### config.mk
export PLATFORM = sky130hd
export DESIGN_NAME = mbt_exec_unit
export DESIGN_NICKNAME = d
export VERILOG_FILES = /design/src/mbt_pkg.sv /design/src/mbt_exec_unit.sv
export VERILOG_INCLUDE_DIRS = /design/src
export SDC_FILE = /design/constraint.sdc
export NUM_CORES = 1
export LEC_CHECK = 0
export BUFFER_PORTS_ARGS = -buffer_cell sky130_fd_sc_hd__buf_2
export CAP_MARGIN = 10
export CORE_MARGIN = 5
export CORE_UTILIZATION = 45
export DETAILED_ROUTE_END_ITERATION = 12
export GPL_ROUTABILITY_DRIVEN = 0
export GPL_TIMING_DRIVEN = 0
export PLACE_DENSITY = 0.68
export SLEW_MARGIN = 20
export SYNTH_ARGS = -nofsm -noshare
export SYNTH_HDL_FRONTEND = slang
export SYNTH_SLANG_ARGS = --single-unit
### constraint.sdc
create_clock -name clk -period 14.66 [get_ports clk]
set_input_delay 2.199 -clock clk [delete_from_list [all_inputs] [get_ports clk]]
set_output_delay 2.199 -clock clk [all_outputs]
set_load 0.1 [all_outputs]
### src/mbt_params.svh
// constants of the branch, timer and port execution unit
`ifndef MBT_PARAMS_SVH
`define MBT_PARAMS_SVH
`define MBT_OP_AD_END     9'h050
`define MBT_OP_JBIT_SKIP  9'h029
`define MBT_OP_T1_LOAD    9'h084
`define MBT_OP_RLD_LOAD   9'h085
`define MBT_OP_T1_READ    9'h088
`define MBT_OP_RLD_READ   9'h089
`define MBT_OP_T2_READ    9'h08a
`define MBT_OP_CTLV_WR    9'h086
`define MBT_OP_CTLW_WR    9'h087
`define MBT_OP_T1F_SKIP   9'h082
`define MBT_OP_T2F_SKIP   9'h083
`define MBT_OP_INDEX      9'h001
`define MBT_OP_LONG_HI    5'h07
`define MBT_OP_IRET       9'h046
`define MBT_OP_RET        9'h044
`define MBT_OP_RET_SKIP   9'h045
`define MBT_OP_SEG_CLR    9'h010
`define MBT_OP_DIG_CLR    9'h013
`define MBT_OP_BOTH_CLR   9'h011
`define MBT_OP_DIG_SET    9'h015
`define MBT_OP_DIG_RST    9'h014
`define MBT_OP_DIG_SKIP   9'h02b
`define MBT_OP_SEG_PAIR   9'h01b
`define MBT_OP_SEG_DEC    9'h017
`define MBT_OP_SEG_WIDE   9'h00b
`define MBT_OP_SEG_RD_HI  9'h054
`define MBT_OP_SEG_RD_LO  9'h055
`define MBT_OP_F_WR       9'h081
`define MBT_OP_F_RD       9'h08c
`define MBT_OP_IRQ_EN     9'h005
`define MBT_OP_IRQ_DIS    9'h004
`define MBT_PAGE_CALL     4'h2
`define MBT_PAGE_SUB      4'h3
`define MBT_DIG_LAST      4'hb
`define MBT_REG_CTRL      4'h0
`define MBT_REG_STATUS    4'h4
`define MBT_REG_TIMCTL    4'h8
`define MBT_REG_PORTS     4'hc
`define MBT_CTRL_RESET    1'b1
`define MBT_RESP_OKAY     2'b00
`define MBT_RESP_SLVERR   2'b10
`endif

### src/mbt_pkg.sv
// types of the branch, timer and port execution unit
package mbt_pkg;
	typedef enum logic [1:0] {
		MBT_ST_FIRST = 2'b00,
		MBT_ST_WORD2 = 2'b01,
		MBT_ST_WORD3 = 2'b10
	} mbt_state_t;
endpackage

### src/mbt_exec_unit.sv
// execution unit for branch, call, return, timer, a/d and port instructions
`timescale 1ns/1ps
`default_nettype none
`include "mbt_params.svh"
module mbt_exec_unit #(
	parameter logic [127:0] SEG_TABLE = 128'h71795e39_7c776f7f_077d6d66_4f5b063f
) (
	// clock, reset and enable
	input  wire logic        clk,
	input  wire logic        rst,
	input  wire logic        ce,
	// program memory
	output logic      [10:0] progAddr,
	input  wire logic [8:0]  instrWord,
	// working registers held outside
	input  wire logic [3:0]  accIn,
	input  wire logic [3:0]  bIn,
	input  wire logic [3:0]  yIn,
	input  wire logic [7:0]  wideIn,
	output logic             accWrEn,
	output logic      [3:0]  accWrData,
	output logic             bWrEn,
	output logic      [3:0]  bWrData,
	// a/d converter
	input  wire logic [7:0]  adResult,
	output logic             adStop,
	// timers
	input  wire logic [7:0]  timerOneIn,
	input  wire logic [7:0]  timerTwoIn,
	input  wire logic        timerOneFlag,
	input  wire logic        timerTwoFlag,
	output logic             timerOneLoad,
	output logic      [7:0]  timerOneData,
	output logic      [7:0]  reloadValue,
	output logic      [3:0]  timerCtlV,
	output logic      [3:0]  timerCtlW,
	// interrupt entry
	input  wire logic        intRequest,
	input  wire logic [10:0] intVector,
	output logic             irqAllowFlag,
	// ports
	output logic      [11:0] digitOut,
	output logic      [7:0]  segOut,
	output logic      [3:0]  fOut,
	input  wire logic [7:0]  segPins,
	input  wire logic [3:0]  fPins,
	// axi4-lite slave
	input  wire logic [3:0]  s_axi_awaddr,
	input  wire logic        s_axi_awvalid,
	output logic             s_axi_awready,
	input  wire logic [31:0] s_axi_wdata,
	input  wire logic [3:0]  s_axi_wstrb,
	input  wire logic        s_axi_wvalid,
	output logic             s_axi_wready,
	output logic      [1:0]  s_axi_bresp,
	output logic             s_axi_bvalid,
	input  wire logic        s_axi_bready,
	input  wire logic [3:0]  s_axi_araddr,
	input  wire logic        s_axi_arvalid,
	output logic             s_axi_arready,
	output logic      [31:0] s_axi_rdata,
	output logic      [1:0]  s_axi_rresp,
	output logic             s_axi_rvalid,
	input  wire logic        s_axi_rready
);
	mbt_pkg::mbt_state_t stQ, stD;
	logic [10:0] pcQ, pcD, pcInc, pushData;
	logic [10:0] stackQ [3];
	logic [3:0]  pageQ, pageD;
	logic        idxQ, idxD;
	logic        p2Q, p2SavedQ, skipQ, runQ;
	logic        push, pop, p2Set, p2Clr, p2Rest, skipSet, done, intTake;
	logic        run, fire, isOp;
	logic [7:0]  segSync1, segSync2;
	logic [3:0]  fSync1, fSync2;
	logic        awHeldQ, wHeldQ;
	logic [3:0]  awAddrQ;
	logic [31:0] wDataQ;
	logic [3:0]  wStrbQ;
	logic [31:0] rdData;
	logic        rdHit;

	assign progAddr = pcQ;
	assign pcInc    = {pcQ[10:7], 7'(pcQ[6:0] + 7'h01)};
	assign run      = ce & runQ;
	assign intTake  = run & intRequest & irqAllowFlag & (stQ == mbt_pkg::MBT_ST_FIRST) & ~skipQ;
	// single-word effects fire only on a live, unskipped first word
	assign fire     = run & (stQ == mbt_pkg::MBT_ST_FIRST) & ~skipQ & ~intTake;

	// sequencing of jumps, calls, returns and skips
	always_comb begin
		stD = mbt_pkg::MBT_ST_FIRST;
		pcD = pcInc;
		pushData = pcInc;
		pageD = pageQ;
		idxD = idxQ;
		push = 1'b0;
		pop = 1'b0;
		p2Set = 1'b0;
		p2Clr = 1'b0;
		p2Rest = 1'b0;
		skipSet = 1'b0;
		done = 1'b1;
		isOp = 1'b0;
		unique case (stQ)
			mbt_pkg::MBT_ST_FIRST: begin
				if (instrWord == `MBT_OP_INDEX) begin
					stD = mbt_pkg::MBT_ST_WORD2;
					idxD = 1'b1;
					done = 1'b0;
				end else if (instrWord[8:4] == `MBT_OP_LONG_HI) begin
					stD = mbt_pkg::MBT_ST_WORD2;
					idxD = 1'b0;
					pageD = instrWord[3:0];
					done = 1'b0;
				end else if (instrWord[8:7] == 2'b11) begin
					// in-page jump, page three in routine
					pcD = {p2Q ? `MBT_PAGE_SUB : pcQ[10:7], instrWord[6:0]};
				end else if (instrWord[8:7] == 2'b10) begin
					// short call, or plain jump in routine
					pcD = {`MBT_PAGE_CALL, instrWord[6:0]};
					push = ~p2Q;
					p2Set = 1'b1;
				end else if (instrWord == `MBT_OP_RET || instrWord == `MBT_OP_RET_SKIP) begin
					pcD = stackQ[0];
					pop = 1'b1;
					p2Clr = 1'b1;
					skipSet = instrWord[0];
				end else if (instrWord == `MBT_OP_IRET) begin
					pcD = stackQ[0];
					pop = 1'b1;
					p2Rest = 1'b1;
				end else begin
					isOp = 1'b1;
				end
			end
			mbt_pkg::MBT_ST_WORD2: begin
				if (idxQ && instrWord[8:4] == `MBT_OP_LONG_HI) begin
					stD = mbt_pkg::MBT_ST_WORD3;
					pageD = instrWord[3:0];
					done = 1'b0;
				end else if (idxQ && instrWord[7]) begin
					// indexed in-page jump, 16x plus A
					pcD = {p2Q ? `MBT_PAGE_SUB : pcQ[10:7], instrWord[6:4], accIn};
				end else if (idxQ) begin
					pcD = {`MBT_PAGE_CALL, instrWord[6:4], accIn};
					push = ~p2Q;
					p2Set = 1'b1;
				end else begin
					pcD = {pageQ, instrWord[6:0]};
					push = ~instrWord[7];
					p2Clr = 1'b1;
				end
			end
			mbt_pkg::MBT_ST_WORD3: begin
				pcD = {pageQ, instrWord[6:4], accIn};
				push = ~instrWord[7];
				p2Clr = 1'b1;
			end
			default: begin
				pcD = pcInc;
			end
		endcase
		if (stQ == mbt_pkg::MBT_ST_FIRST && isOp) begin
			unique case (instrWord)
				`MBT_OP_JBIT_SKIP: skipSet = ~adResult[yIn[2:0]];
				`MBT_OP_T1F_SKIP:  skipSet = timerOneFlag;
				`MBT_OP_T2F_SKIP:  skipSet = timerTwoFlag;
				`MBT_OP_DIG_SKIP:  skipSet = (yIn <= `MBT_DIG_LAST) & ~digitOut[yIn];
				default:           skipSet = 1'b0;
			endcase
		end
		// a skipped instruction walks its words with no effect
		if (skipQ) begin
			pcD = pcInc;
			push = 1'b0;
			pop = 1'b0;
			p2Set = 1'b0;
			p2Clr = 1'b0;
			p2Rest = 1'b0;
			skipSet = 1'b0;
		end
		// interrupt entry keeps the current address for re-fetch
		if (intTake) begin
			stD = mbt_pkg::MBT_ST_FIRST;
			pcD = intVector;
			pushData = pcQ;
			push = 1'b1;
			pop = 1'b0;
			p2Set = 1'b0;
			p2Clr = 1'b1;
			p2Rest = 1'b0;
			skipSet = 1'b0;
			done = 1'b1;
		end
	end

	// program counter, state and skip flag
	always_ff @(posedge clk or posedge rst) begin
		if (rst) begin
			pcQ <= 11'h000;
			stQ <= mbt_pkg::MBT_ST_FIRST;
			pageQ <= 4'h0;
			idxQ <= 1'b0;
			skipQ <= 1'b0;
		end else if (run) begin
			pcQ <= pcD;
			stQ <= stD;
			pageQ <= pageD;
			idxQ <= idxD;
			if (done) begin
				skipQ <= skipSet;
			end
		end
	end

	// three-deep return stack, shifting on push and pop
	always_ff @(posedge clk or posedge rst) begin
		if (rst) begin
			for (int i = 0; i < 3; i++) begin
				stackQ[i] <= 11'h000;
			end
		end else if (run && push) begin
			stackQ[2] <= stackQ[1];
			stackQ[1] <= stackQ[0];
			stackQ[0] <= pushData;
		end else if (run && pop) begin
			stackQ[0] <= stackQ[1];
			stackQ[1] <= stackQ[2];
		end
	end

	// page-two routine flag; saved copy restored by interrupt return
	always_ff @(posedge clk or posedge rst) begin
		if (rst) begin
			p2Q <= 1'b0;
			p2SavedQ <= 1'b0;
		end else if (run) begin
			if (intTake) begin
				p2SavedQ <= p2Q;
			end
			if (p2Rest) begin
				p2Q <= p2SavedQ;
			end else if (p2Clr) begin
				p2Q <= 1'b0;
			end else if (p2Set) begin
				p2Q <= 1'b1;
			end
		end
	end

	// pin inputs pass two flip-flops before any use
	always_ff @(posedge clk or posedge rst) begin
		if (rst) begin
			segSync1 <= 8'h00;
			segSync2 <= 8'h00;
			fSync1 <= 4'h0;
			fSync2 <= 4'h0;
		end else if (ce) begin
			segSync1 <= segPins;
			segSync2 <= segSync1;
			fSync1 <= fPins;
			fSync2 <= fSync1;
		end
	end

	// accumulator and B write-back, one cycle after the instruction
	always_ff @(posedge clk or posedge rst) begin
		if (rst) begin
			accWrEn <= 1'b0;
			accWrData <= 4'h0;
			bWrEn <= 1'b0;
			bWrData <= 4'h0;
		end else if (ce) begin
			accWrEn <= 1'b0;
			bWrEn <= 1'b0;
			if (fire) begin
				unique case (instrWord)
					// timer reads split into B and A
					`MBT_OP_T1_READ: begin
						{bWrData, accWrData} <= timerOneIn;
						{bWrEn, accWrEn} <= 2'b11;
					end
					`MBT_OP_RLD_READ: begin
						{bWrData, accWrData} <= reloadValue;
						{bWrEn, accWrEn} <= 2'b11;
					end
					`MBT_OP_T2_READ: begin
						{bWrData, accWrData} <= timerTwoIn;
						{bWrEn, accWrEn} <= 2'b11;
					end
					// operand picks upper or lower half
					`MBT_OP_SEG_RD_HI: begin
						accWrData <= segSync2[7:4];
						accWrEn <= 1'b1;
					end
					`MBT_OP_SEG_RD_LO: begin
						accWrData <= segSync2[3:0];
						accWrEn <= 1'b1;
					end
					`MBT_OP_F_RD: begin
						accWrData <= fSync2;
						accWrEn <= 1'b1;
					end
					default: begin
						accWrEn <= 1'b0;
					end
				endcase
			end
		end
	end

	// timers, a/d stop and interrupt-allow flag
	always_ff @(posedge clk or posedge rst) begin
		if (rst) begin
			timerOneLoad <= 1'b0;
			timerOneData <= 8'h00;
			reloadValue <= 8'h00;
			timerCtlV <= 4'h0;
			timerCtlW <= 4'h0;
			adStop <= 1'b0;
			irqAllowFlag <= 1'b0;
		end else if (ce) begin
			// stop pulse only; result register is not touched
			adStop <= fire && instrWord == `MBT_OP_AD_END;
			// load timer one from B and A
			timerOneLoad <= fire && instrWord == `MBT_OP_T1_LOAD;
			if (fire && instrWord == `MBT_OP_T1_LOAD) begin
				timerOneData <= {bIn, accIn};
			end
			// load reload register from B and A
			if (fire && instrWord == `MBT_OP_RLD_LOAD) begin
				reloadValue <= {bIn, accIn};
			end
			// accumulator into control V or W
			if (fire && instrWord == `MBT_OP_CTLV_WR) begin
				timerCtlV <= accIn;
			end
			if (fire && instrWord == `MBT_OP_CTLW_WR) begin
				timerCtlW <= accIn;
			end
			// enable and disable; entry also disables
			if (intTake || (fire && instrWord == `MBT_OP_IRQ_DIS)) begin
				irqAllowFlag <= 1'b0;
			end else if (fire && instrWord == `MBT_OP_IRQ_EN) begin
				irqAllowFlag <= 1'b1;
			end
		end
	end

	// output ports
	always_ff @(posedge clk or posedge rst) begin
		if (rst) begin
			digitOut <= 12'h000;
			segOut <= 8'h00;
			fOut <= 4'h0;
		end else if (fire) begin
			unique case (instrWord)
				`MBT_OP_SEG_CLR:  segOut <= 8'h00;
				`MBT_OP_DIG_CLR:  digitOut <= 12'h000;
				`MBT_OP_BOTH_CLR: begin
					segOut <= 8'h00;
					digitOut <= 12'h000;
				end
				// Y above eleven leaves the port alone
				`MBT_OP_DIG_SET: begin
					if (yIn <= `MBT_DIG_LAST) digitOut[yIn] <= 1'b1;
				end
				`MBT_OP_DIG_RST: begin
					if (yIn <= `MBT_DIG_LAST) digitOut[yIn] <= 1'b0;
				end
				`MBT_OP_SEG_PAIR: segOut <= {bIn, accIn};
				`MBT_OP_SEG_WIDE: segOut <= wideIn;
				`MBT_OP_SEG_DEC:  segOut <= SEG_TABLE[{accIn, 3'b000} +: 8];
				`MBT_OP_F_WR:     fOut <= accIn;
				default:          fOut <= fOut;
			endcase
		end
	end

	// axi4-lite write: address and data taken in either order
	// readys drop with the enable so that no handshake is lost while frozen
	assign s_axi_awready = ce & ~awHeldQ & ~s_axi_bvalid;
	assign s_axi_wready  = ce & ~wHeldQ & ~s_axi_bvalid;
	always_ff @(posedge clk or posedge rst) begin
		if (rst) begin
			awHeldQ <= 1'b0;
			wHeldQ <= 1'b0;
			awAddrQ <= 4'h0;
			wDataQ <= 32'h0000_0000;
			wStrbQ <= 4'h0;
			s_axi_bvalid <= 1'b0;
			s_axi_bresp <= `MBT_RESP_OKAY;
			runQ <= `MBT_CTRL_RESET;
		end else if (ce) begin
			if (s_axi_awvalid && s_axi_awready) begin
				awHeldQ <= 1'b1;
				awAddrQ <= s_axi_awaddr;
			end
			if (s_axi_wvalid && s_axi_wready) begin
				wHeldQ <= 1'b1;
				wDataQ <= s_axi_wdata;
				wStrbQ <= s_axi_wstrb;
			end
			if (awHeldQ && wHeldQ) begin
				awHeldQ <= 1'b0;
				wHeldQ <= 1'b0;
				s_axi_bvalid <= 1'b1;
				// only the control word is writable
				if (awAddrQ == `MBT_REG_CTRL) begin
					s_axi_bresp <= `MBT_RESP_OKAY;
					if (wStrbQ[0]) runQ <= wDataQ[0];
				end else begin
					s_axi_bresp <= `MBT_RESP_SLVERR;
				end
			end else if (s_axi_bvalid && s_axi_bready) begin
				s_axi_bvalid <= 1'b0;
			end
		end
	end

	// axi4-lite read decode
	always_comb begin
		rdHit = 1'b1;
		unique case (s_axi_araddr)
			`MBT_REG_CTRL:   rdData = {31'h0, runQ};
			`MBT_REG_STATUS: rdData = {13'h0, skipQ, p2Q, irqAllowFlag, 5'h0, pcQ};
			`MBT_REG_TIMCTL: rdData = {16'h0, reloadValue, timerCtlW, timerCtlV};
			`MBT_REG_PORTS:  rdData = {fOut, segOut, 8'h0, digitOut};
			default: begin
				rdData = 32'h0000_0000;
				rdHit = 1'b0;
			end
		endcase
	end

	assign s_axi_arready = ce & ~s_axi_rvalid;
	always_ff @(posedge clk or posedge rst) begin
		if (rst) begin
			s_axi_rvalid <= 1'b0;
			s_axi_rdata <= 32'h0000_0000;
			s_axi_rresp <= `MBT_RESP_OKAY;
		end else if (ce) begin
			if (s_axi_arvalid && s_axi_arready) begin
				s_axi_rvalid <= 1'b1;
				s_axi_rdata <= rdData;
				s_axi_rresp <= rdHit ? `MBT_RESP_OKAY : `MBT_RESP_SLVERR;
			end else if (s_axi_rvalid && s_axi_rready) begin
				s_axi_rvalid <= 1'b0;
			end
		end
	end
endmodule
`default_nettype wire

# Word level (Yosys, flattened, before mapping)
# Index checks and enable logic that the tools add are counted.
op_classes:
  n_shift: 1
  n_lt_le_gt_ge: 4
  n_addsub: 1
  n_reduce_logical: 68
  eq_ne: 48
  bitwise: 27
  muxes: 130
op_table:
  columns: ["cell", "n"]
  rows:
  - ["$pmux 32 s4", 1]
  - ["$shiftx 128x8->8 const A", 1]
  - ["$mux 11", 11]
  - ["$eq 9x8->1 const B", 11]
  - ["$mux 1", 90]
  - ["$eq 9x5->1 const B", 7]
  - ["$eq 9x7->1 const B", 6]
  - ["$mux 22", 2]
  - ["$pmux 12 s3", 1]
  - ["$reduce_and 2->1", 18]
  - ["$pmux 11 s3", 1]
  - ["$pmux 8 s4", 1]
  - ["$mux 12", 2]
  - ["$pmux 4 s6", 1]
  - ["$logic_and 1x1->1", 19]
  - ["$eq 9x3->1 const B", 2]
  - ["$eq 9x6->1 const B", 2]
  - ["$mux 4", 4]
  - ["$reduce_bool 2->1", 8]
  - ["$and 1x1->1", 14]
  - ["$and 12x12->12", 1]
  - ["$not 12->12", 1]
  - ["$or 12x12->12", 1]
  - ["$pmux 4 s3", 1]
  - ["other kinds (41)", 73]
word_totals:
  input_bits: 131
  ff_bits: 186
  out_inout_bits: 113
  word_cells: 319

# Longest topological paths before layout
depth:
  ltp_word: 13
  depth_mapped: 9
  depth_no_buf: 8

# Worst setup path after synthesis
# Ideal clock, no wire load.
synth_path:
  kind: "input to output"
  startpoint: "input ce"
  endpoint: "output s_axi_awready"
  t_arrival_ns: 3.532
  path_buffers: 0
  stages: 2
  path_slack_ns: 8.929
  t_required_ns: 12.461
  cell_sequence: "nand2b_1 > nor2_1"
synth_via:
  elab_chain_len: 2
synth_rtl:
  columns: ["item", "line_no", "rtl"]
  rows:
  - ["start, declared", "mbt_exec_unit.sv:11", "input wire logic ce,"]
  - ["$and 1x1->1 (2 in a row)", "mbt_exec_unit.sv:383", "assign s_axi_awready = ce & ~awHeldQ & ~s_axi_bvalid;"]
  - ["end, declared", "mbt_exec_unit.sv:50", "output logic s_axi_awready,"]
# Every way passes these cells.

# Worst setup path in the final report
layout_path:
  startpoint: "input ce"
  endpoint: "output s_axi_arready"
layout_via:
  elab_chain_len: 1
layout_rtl:
  columns: ["item", "line_no", "rtl"]
  rows:
  - ["$and 1x1->1", "mbt_exec_unit.sv:437", "assign s_axi_arready = ce & ~s_axi_rvalid;"]
  - ["end, declared", "mbt_exec_unit.sv:60", "output logic s_axi_arready,"]
# Every way passes these cells.

==> flow_metrics.py <==
metrics = {
    "worst_setup_path": {
        "cp_data_required_time_ns": 12.46,
        "cp_cell_sequence": "buf_2, inv_1, nor2_1, buf_2",
        "worst_path_largest_cell_delay_ns": 0.45,
        "crit_path_frequent_cell": "sky130_fd_sc_hd__buf_2",
        "critical_path.endpoint_type": "output port",
        "critical_path.slowest_cell": "sky130_fd_sc_hd__buf_2",
        "criticalPathCategory": "primary input to output port",
        "path_buf_inv": 3,
        "cp_max_fo": 7,
        "critPathArrivalTime_ns": 3.18,
        "cp_top_family": "buffers and inverters",
        "cp-start-kind": "primary input",
    },
    "power_and_ir_drop": {
        "power.switching_fraction_pct": 37.8,
        "power_leakage_nw": 5.61,
        "finalPower_mw": 1.68,
        "p_switching_uw": 634,
        "comb_power_share_pct": 28.5,
        "proportion_of_power_drawn_by_the_clock_network_pct": 30.9,
        "internal-power_mw": 1.04,
        "irDropWorstVdd_mv": 0.121,
        "power_density_nw_per_um2": 146,
        "power.share.sequential_pct": 40.6,
    },
    "clocking": {
        "cts_inserted_buffers": 17,
        "clock_tree_from_tritoncts": "done",
        "clock_sink_count": 183,
        "hold_buffers": 0,
        "clock_h_tree_levels": 4,
        "clock_latency_ns": 0.43,
        "cts_root_buf": "sky130_fd_sc_hd__clkbuf_16",
        "cts.path.max_buffers": 2,
        "path_clk_slew_ns": 0.07,
        "post_cts_resize_count": 0,
        "postCtsSetupBuffers": 0,
    },
    "flow_run": {
        "max-cap-violations": 0,
    },
    "floorplan": {
        "die_height_um": 155,
        "die-area_um2": 23900,
        "ioPinCount": 244,
        "dieWidth_um": 155,
        "core_um2": 20400,
        "fp-row-count": 52,
        "initial_utilization_pct": 46.0,
    },
    "placement": {
        "postPlaceCellArea_um2": 10800,
        "port_buffers": 201,
        "place_hpwl_um": 21800,
    },
    "synthesis": {
        "synth-adder-area-share_pct": 1.33,
        "syn_warnings": 0,
        "synth_xor_area_share_pct": 0.559,
        "synth_area_per_cell_um2": 10.4,
        "synth_top_family_by_area": "compound AO/OA/AOI/OAI gates",
        "share_of_synthesized_area_spent_on_multiplexers_pct": 15.1,
        "synth_top_cell_by_area": "sky130_fd_sc_hd__dfrtp_1",
        "syn_area_um2": 9400,
        "ys_seq_area_share_pct": 48.7,
        "synth-edff-count": 0,
        "netlist_top_cells_area": "sky130_fd_sc_hd__dfrtp_1, sky130_fd_sc_hd__mux2_2, sky130_fd_sc_hd__o21ai_0",
        "yosysUniqueCellTypes": 61,
        "post_synth_most_frequent_cells": "sky130_fd_sc_hd__dfrtp_1, sky130_fd_sc_hd__mux2_2, sky130_fd_sc_hd__nand2_1",
        "share_of_the_synthesized_area_in_the_top_cell_type_pct": 48.4,
        "synth-seq-cells": 183,
        "fraction_of_the_mapped_netlist_area_in_compound_gates_pct": 17.7,
        "post-synth-top-count-cell": "sky130_fd_sc_hd__dfrtp_1",
        "simple_gate_share_of_the_synthesized_area_pct": 13.3,
        "yosys_most_used_dff": "sky130_fd_sc_hd__dfrtp_1",
        "synth_async_sr_flop_share_pct": 100,
        "number_of_instances_in_the_synthesized_netlist": 908,
    },
    "worst_hold_path": {
        "hold_path_class": "register to register",
    },
    "route": {
        "routed-via-count": 8322,
        "drt-total-wl_um": 29200,
        "antenna_left": 0,
        "viasPerCell": 5.87,
        "post_drt_wl_per_cell_um": 20.6,
        "drt_first_pass_iters": 7,
        "drt_drc_violations_left": 0,
        "dr.first_iter.drc_count": 588,
    },
    "sta": {
        "timing.max_slew.rel_slack_pct": 31.4,
        "period_share_pct": 36.7,
        "finalWorstPathRequiredPeriod_ns": 5.38,
        "slew_viol_final": 0,
        "worst-slew-pin-transition_ns": 1.02,
        "worst_hold_slack_ns": 0.478,
        "setup_viol": 0,
        "tns_ns": 0,
        "grt_setup_unrepaired": "false",
        "timing.clock.skew_ns": 0.00975,
        "timing.final.hold_violations": 0,
        "achievable-frequency_mhz": 186,
    },
    "finish": {
        "post-route-util_pct": 56.1,
        "finish.instance_area_um2": 11500,
        "post_route_cells_drive_above_1_share_pct": 30.9,
        "flow.area_growth_from_synthesis_pct": 21.9,
        "fin_nets": 1272,
    },
    "grt": {
        "grt_most_used_layer": "met2",
        "global_route.usage.met2_pct": 38.6,
        "largest_net_degree_at_the_start_of_global_routing": 99,
        "first_global_vias": 8084,
        "overflow": 0,
        "track_usage_pct": 24.1,
        "global_route.usage.met1_pct": 32.0,
        "initial_antenna_violation_count": 6,
        "first_pass_grt_wire_length_um": 45500,
        "grtUsageMet3_pct": 7.04,
    },
    "run_status": {
        "run_status": "completed",
    },
}
==> registers in the layout, summed over array words and instances, names as in the netlist, 8 cells and up <==
name          count
timerOneData      8
stackQ           33
s_axi_rdata      31
segOut            8
progAddr         11
reloadValue       8
segSync2          8
segSync1          8
digitOut         12
==> cells by family (layout without fill, tap and decap cells) <==
kind of cell / after synthesis / in the layout
other: 1 / 6
xor gates and xnor gates: 6 / 6
and+or+nand+nor: 255 / 255
adders and majority gates: 10 / 10
buffers and inverters: 77 / 311
DFF: 183 / 183
muxes: 122 / 122
AOI/OAI and AO/OA: 254 / 254
==> per-stage QoR <==
stage	cells	setup WS, ns
floorplan	910	7.49
global placement	1381	5.36
detailed placement	1382	9.31
CTS	1414	9.32
global route	1417	9.28
finish	1417	9.28
==> layer usage <==
metal / routed length, um / part of all wire (%)
met2: 13800 / 47
met1: 11800 / 41
met3: 2810 / 9.6
met4: 679 / 2.3
met5: 37 / 0.13
==> power groups by stage <==
stage | Sequential, mW | Combinational, mW | Clock [mW]
after floorplan | 0.803 | 0.228 | 0
after global routing | 0.691 | 0.516 | 0.546
after CTS | 0.678 | 0.478 | 0.526
final | 0.681 | 0.478 | 0.517
after detailed placement | 0.688 | 0.476 | 0
after global placement | 0.685 | 0.466 | 0
==> cell usage in the layout (no fill, tap or decap), types with 13 or more instances in the layout <==
cell	n
sky130_fd_sc_hd__a21oi_1	54
sky130_fd_sc_hd__a22o_1	23
sky130_fd_sc_hd__a22oi_1	22
sky130_fd_sc_hd__buf_2	208
sky130_fd_sc_hd__clkbuf_1	53
sky130_fd_sc_hd__clkbuf_16	17
sky130_fd_sc_hd__dfrtp_1	182
sky130_fd_sc_hd__inv_1	13
sky130_fd_sc_hd__mux2_2	90
sky130_fd_sc_hd__mux2i_1	25
sky130_fd_sc_hd__nand2_1	75
sky130_fd_sc_hd__nand2b_1	20
sky130_fd_sc_hd__nand3_1	14
sky130_fd_sc_hd__nor2_1	69
sky130_fd_sc_hd__nor3_1	20
sky130_fd_sc_hd__o21ai_0	71
sky130_fd_sc_hd__o22ai_1	13
==> area by class of cell <==
cell class              instances  area [um2]
diodes                          3        7.51
plain buffers                  63         256
clock buffers                  20         447
clock inverters                12         213
fillers                      1868        8970
inverters                      14        60.1
multi-input cells             650        4530
flip-flops and latches        183        4580
well taps                     270         338
repair buffers                202        1030
==> final timing paths <==
check                            start            end  slack (ns)  cells after the start
worst max-delay path                ce  s_axi_arready        9.28                      4
worst min-delay path            adStop         adStop        0.48                      1
worst max register to register  stQ[1]     stackQ[12]       11.58                      9
worst min register to register  adStop         adStop        0.48                      1
max in group asynchronous          rst    digitOut[4]       11.91                      3
min in group asynchronous          rst    segSync2[3]        1.90                      2
==> worst reg2reg max path, cell delays in order (launching register included) <==
cell	delay [ns]
sky130_fd_sc_hd__dfrtp_1	0.43
sky130_fd_sc_hd__inv_1	0.11
sky130_fd_sc_hd__ha_1	0.23
sky130_fd_sc_hd__clkbuf_1	0.40
sky130_fd_sc_hd__nand4_1	0.29
sky130_fd_sc_hd__nor2_1	0.53
sky130_fd_sc_hd__o21ai_2	0.24
sky130_fd_sc_hd__buf_2	0.28
sky130_fd_sc_hd__clkbuf_1	0.29
sky130_fd_sc_hd__a21oi_1	0.22
(Power assumes the default switching activity.)
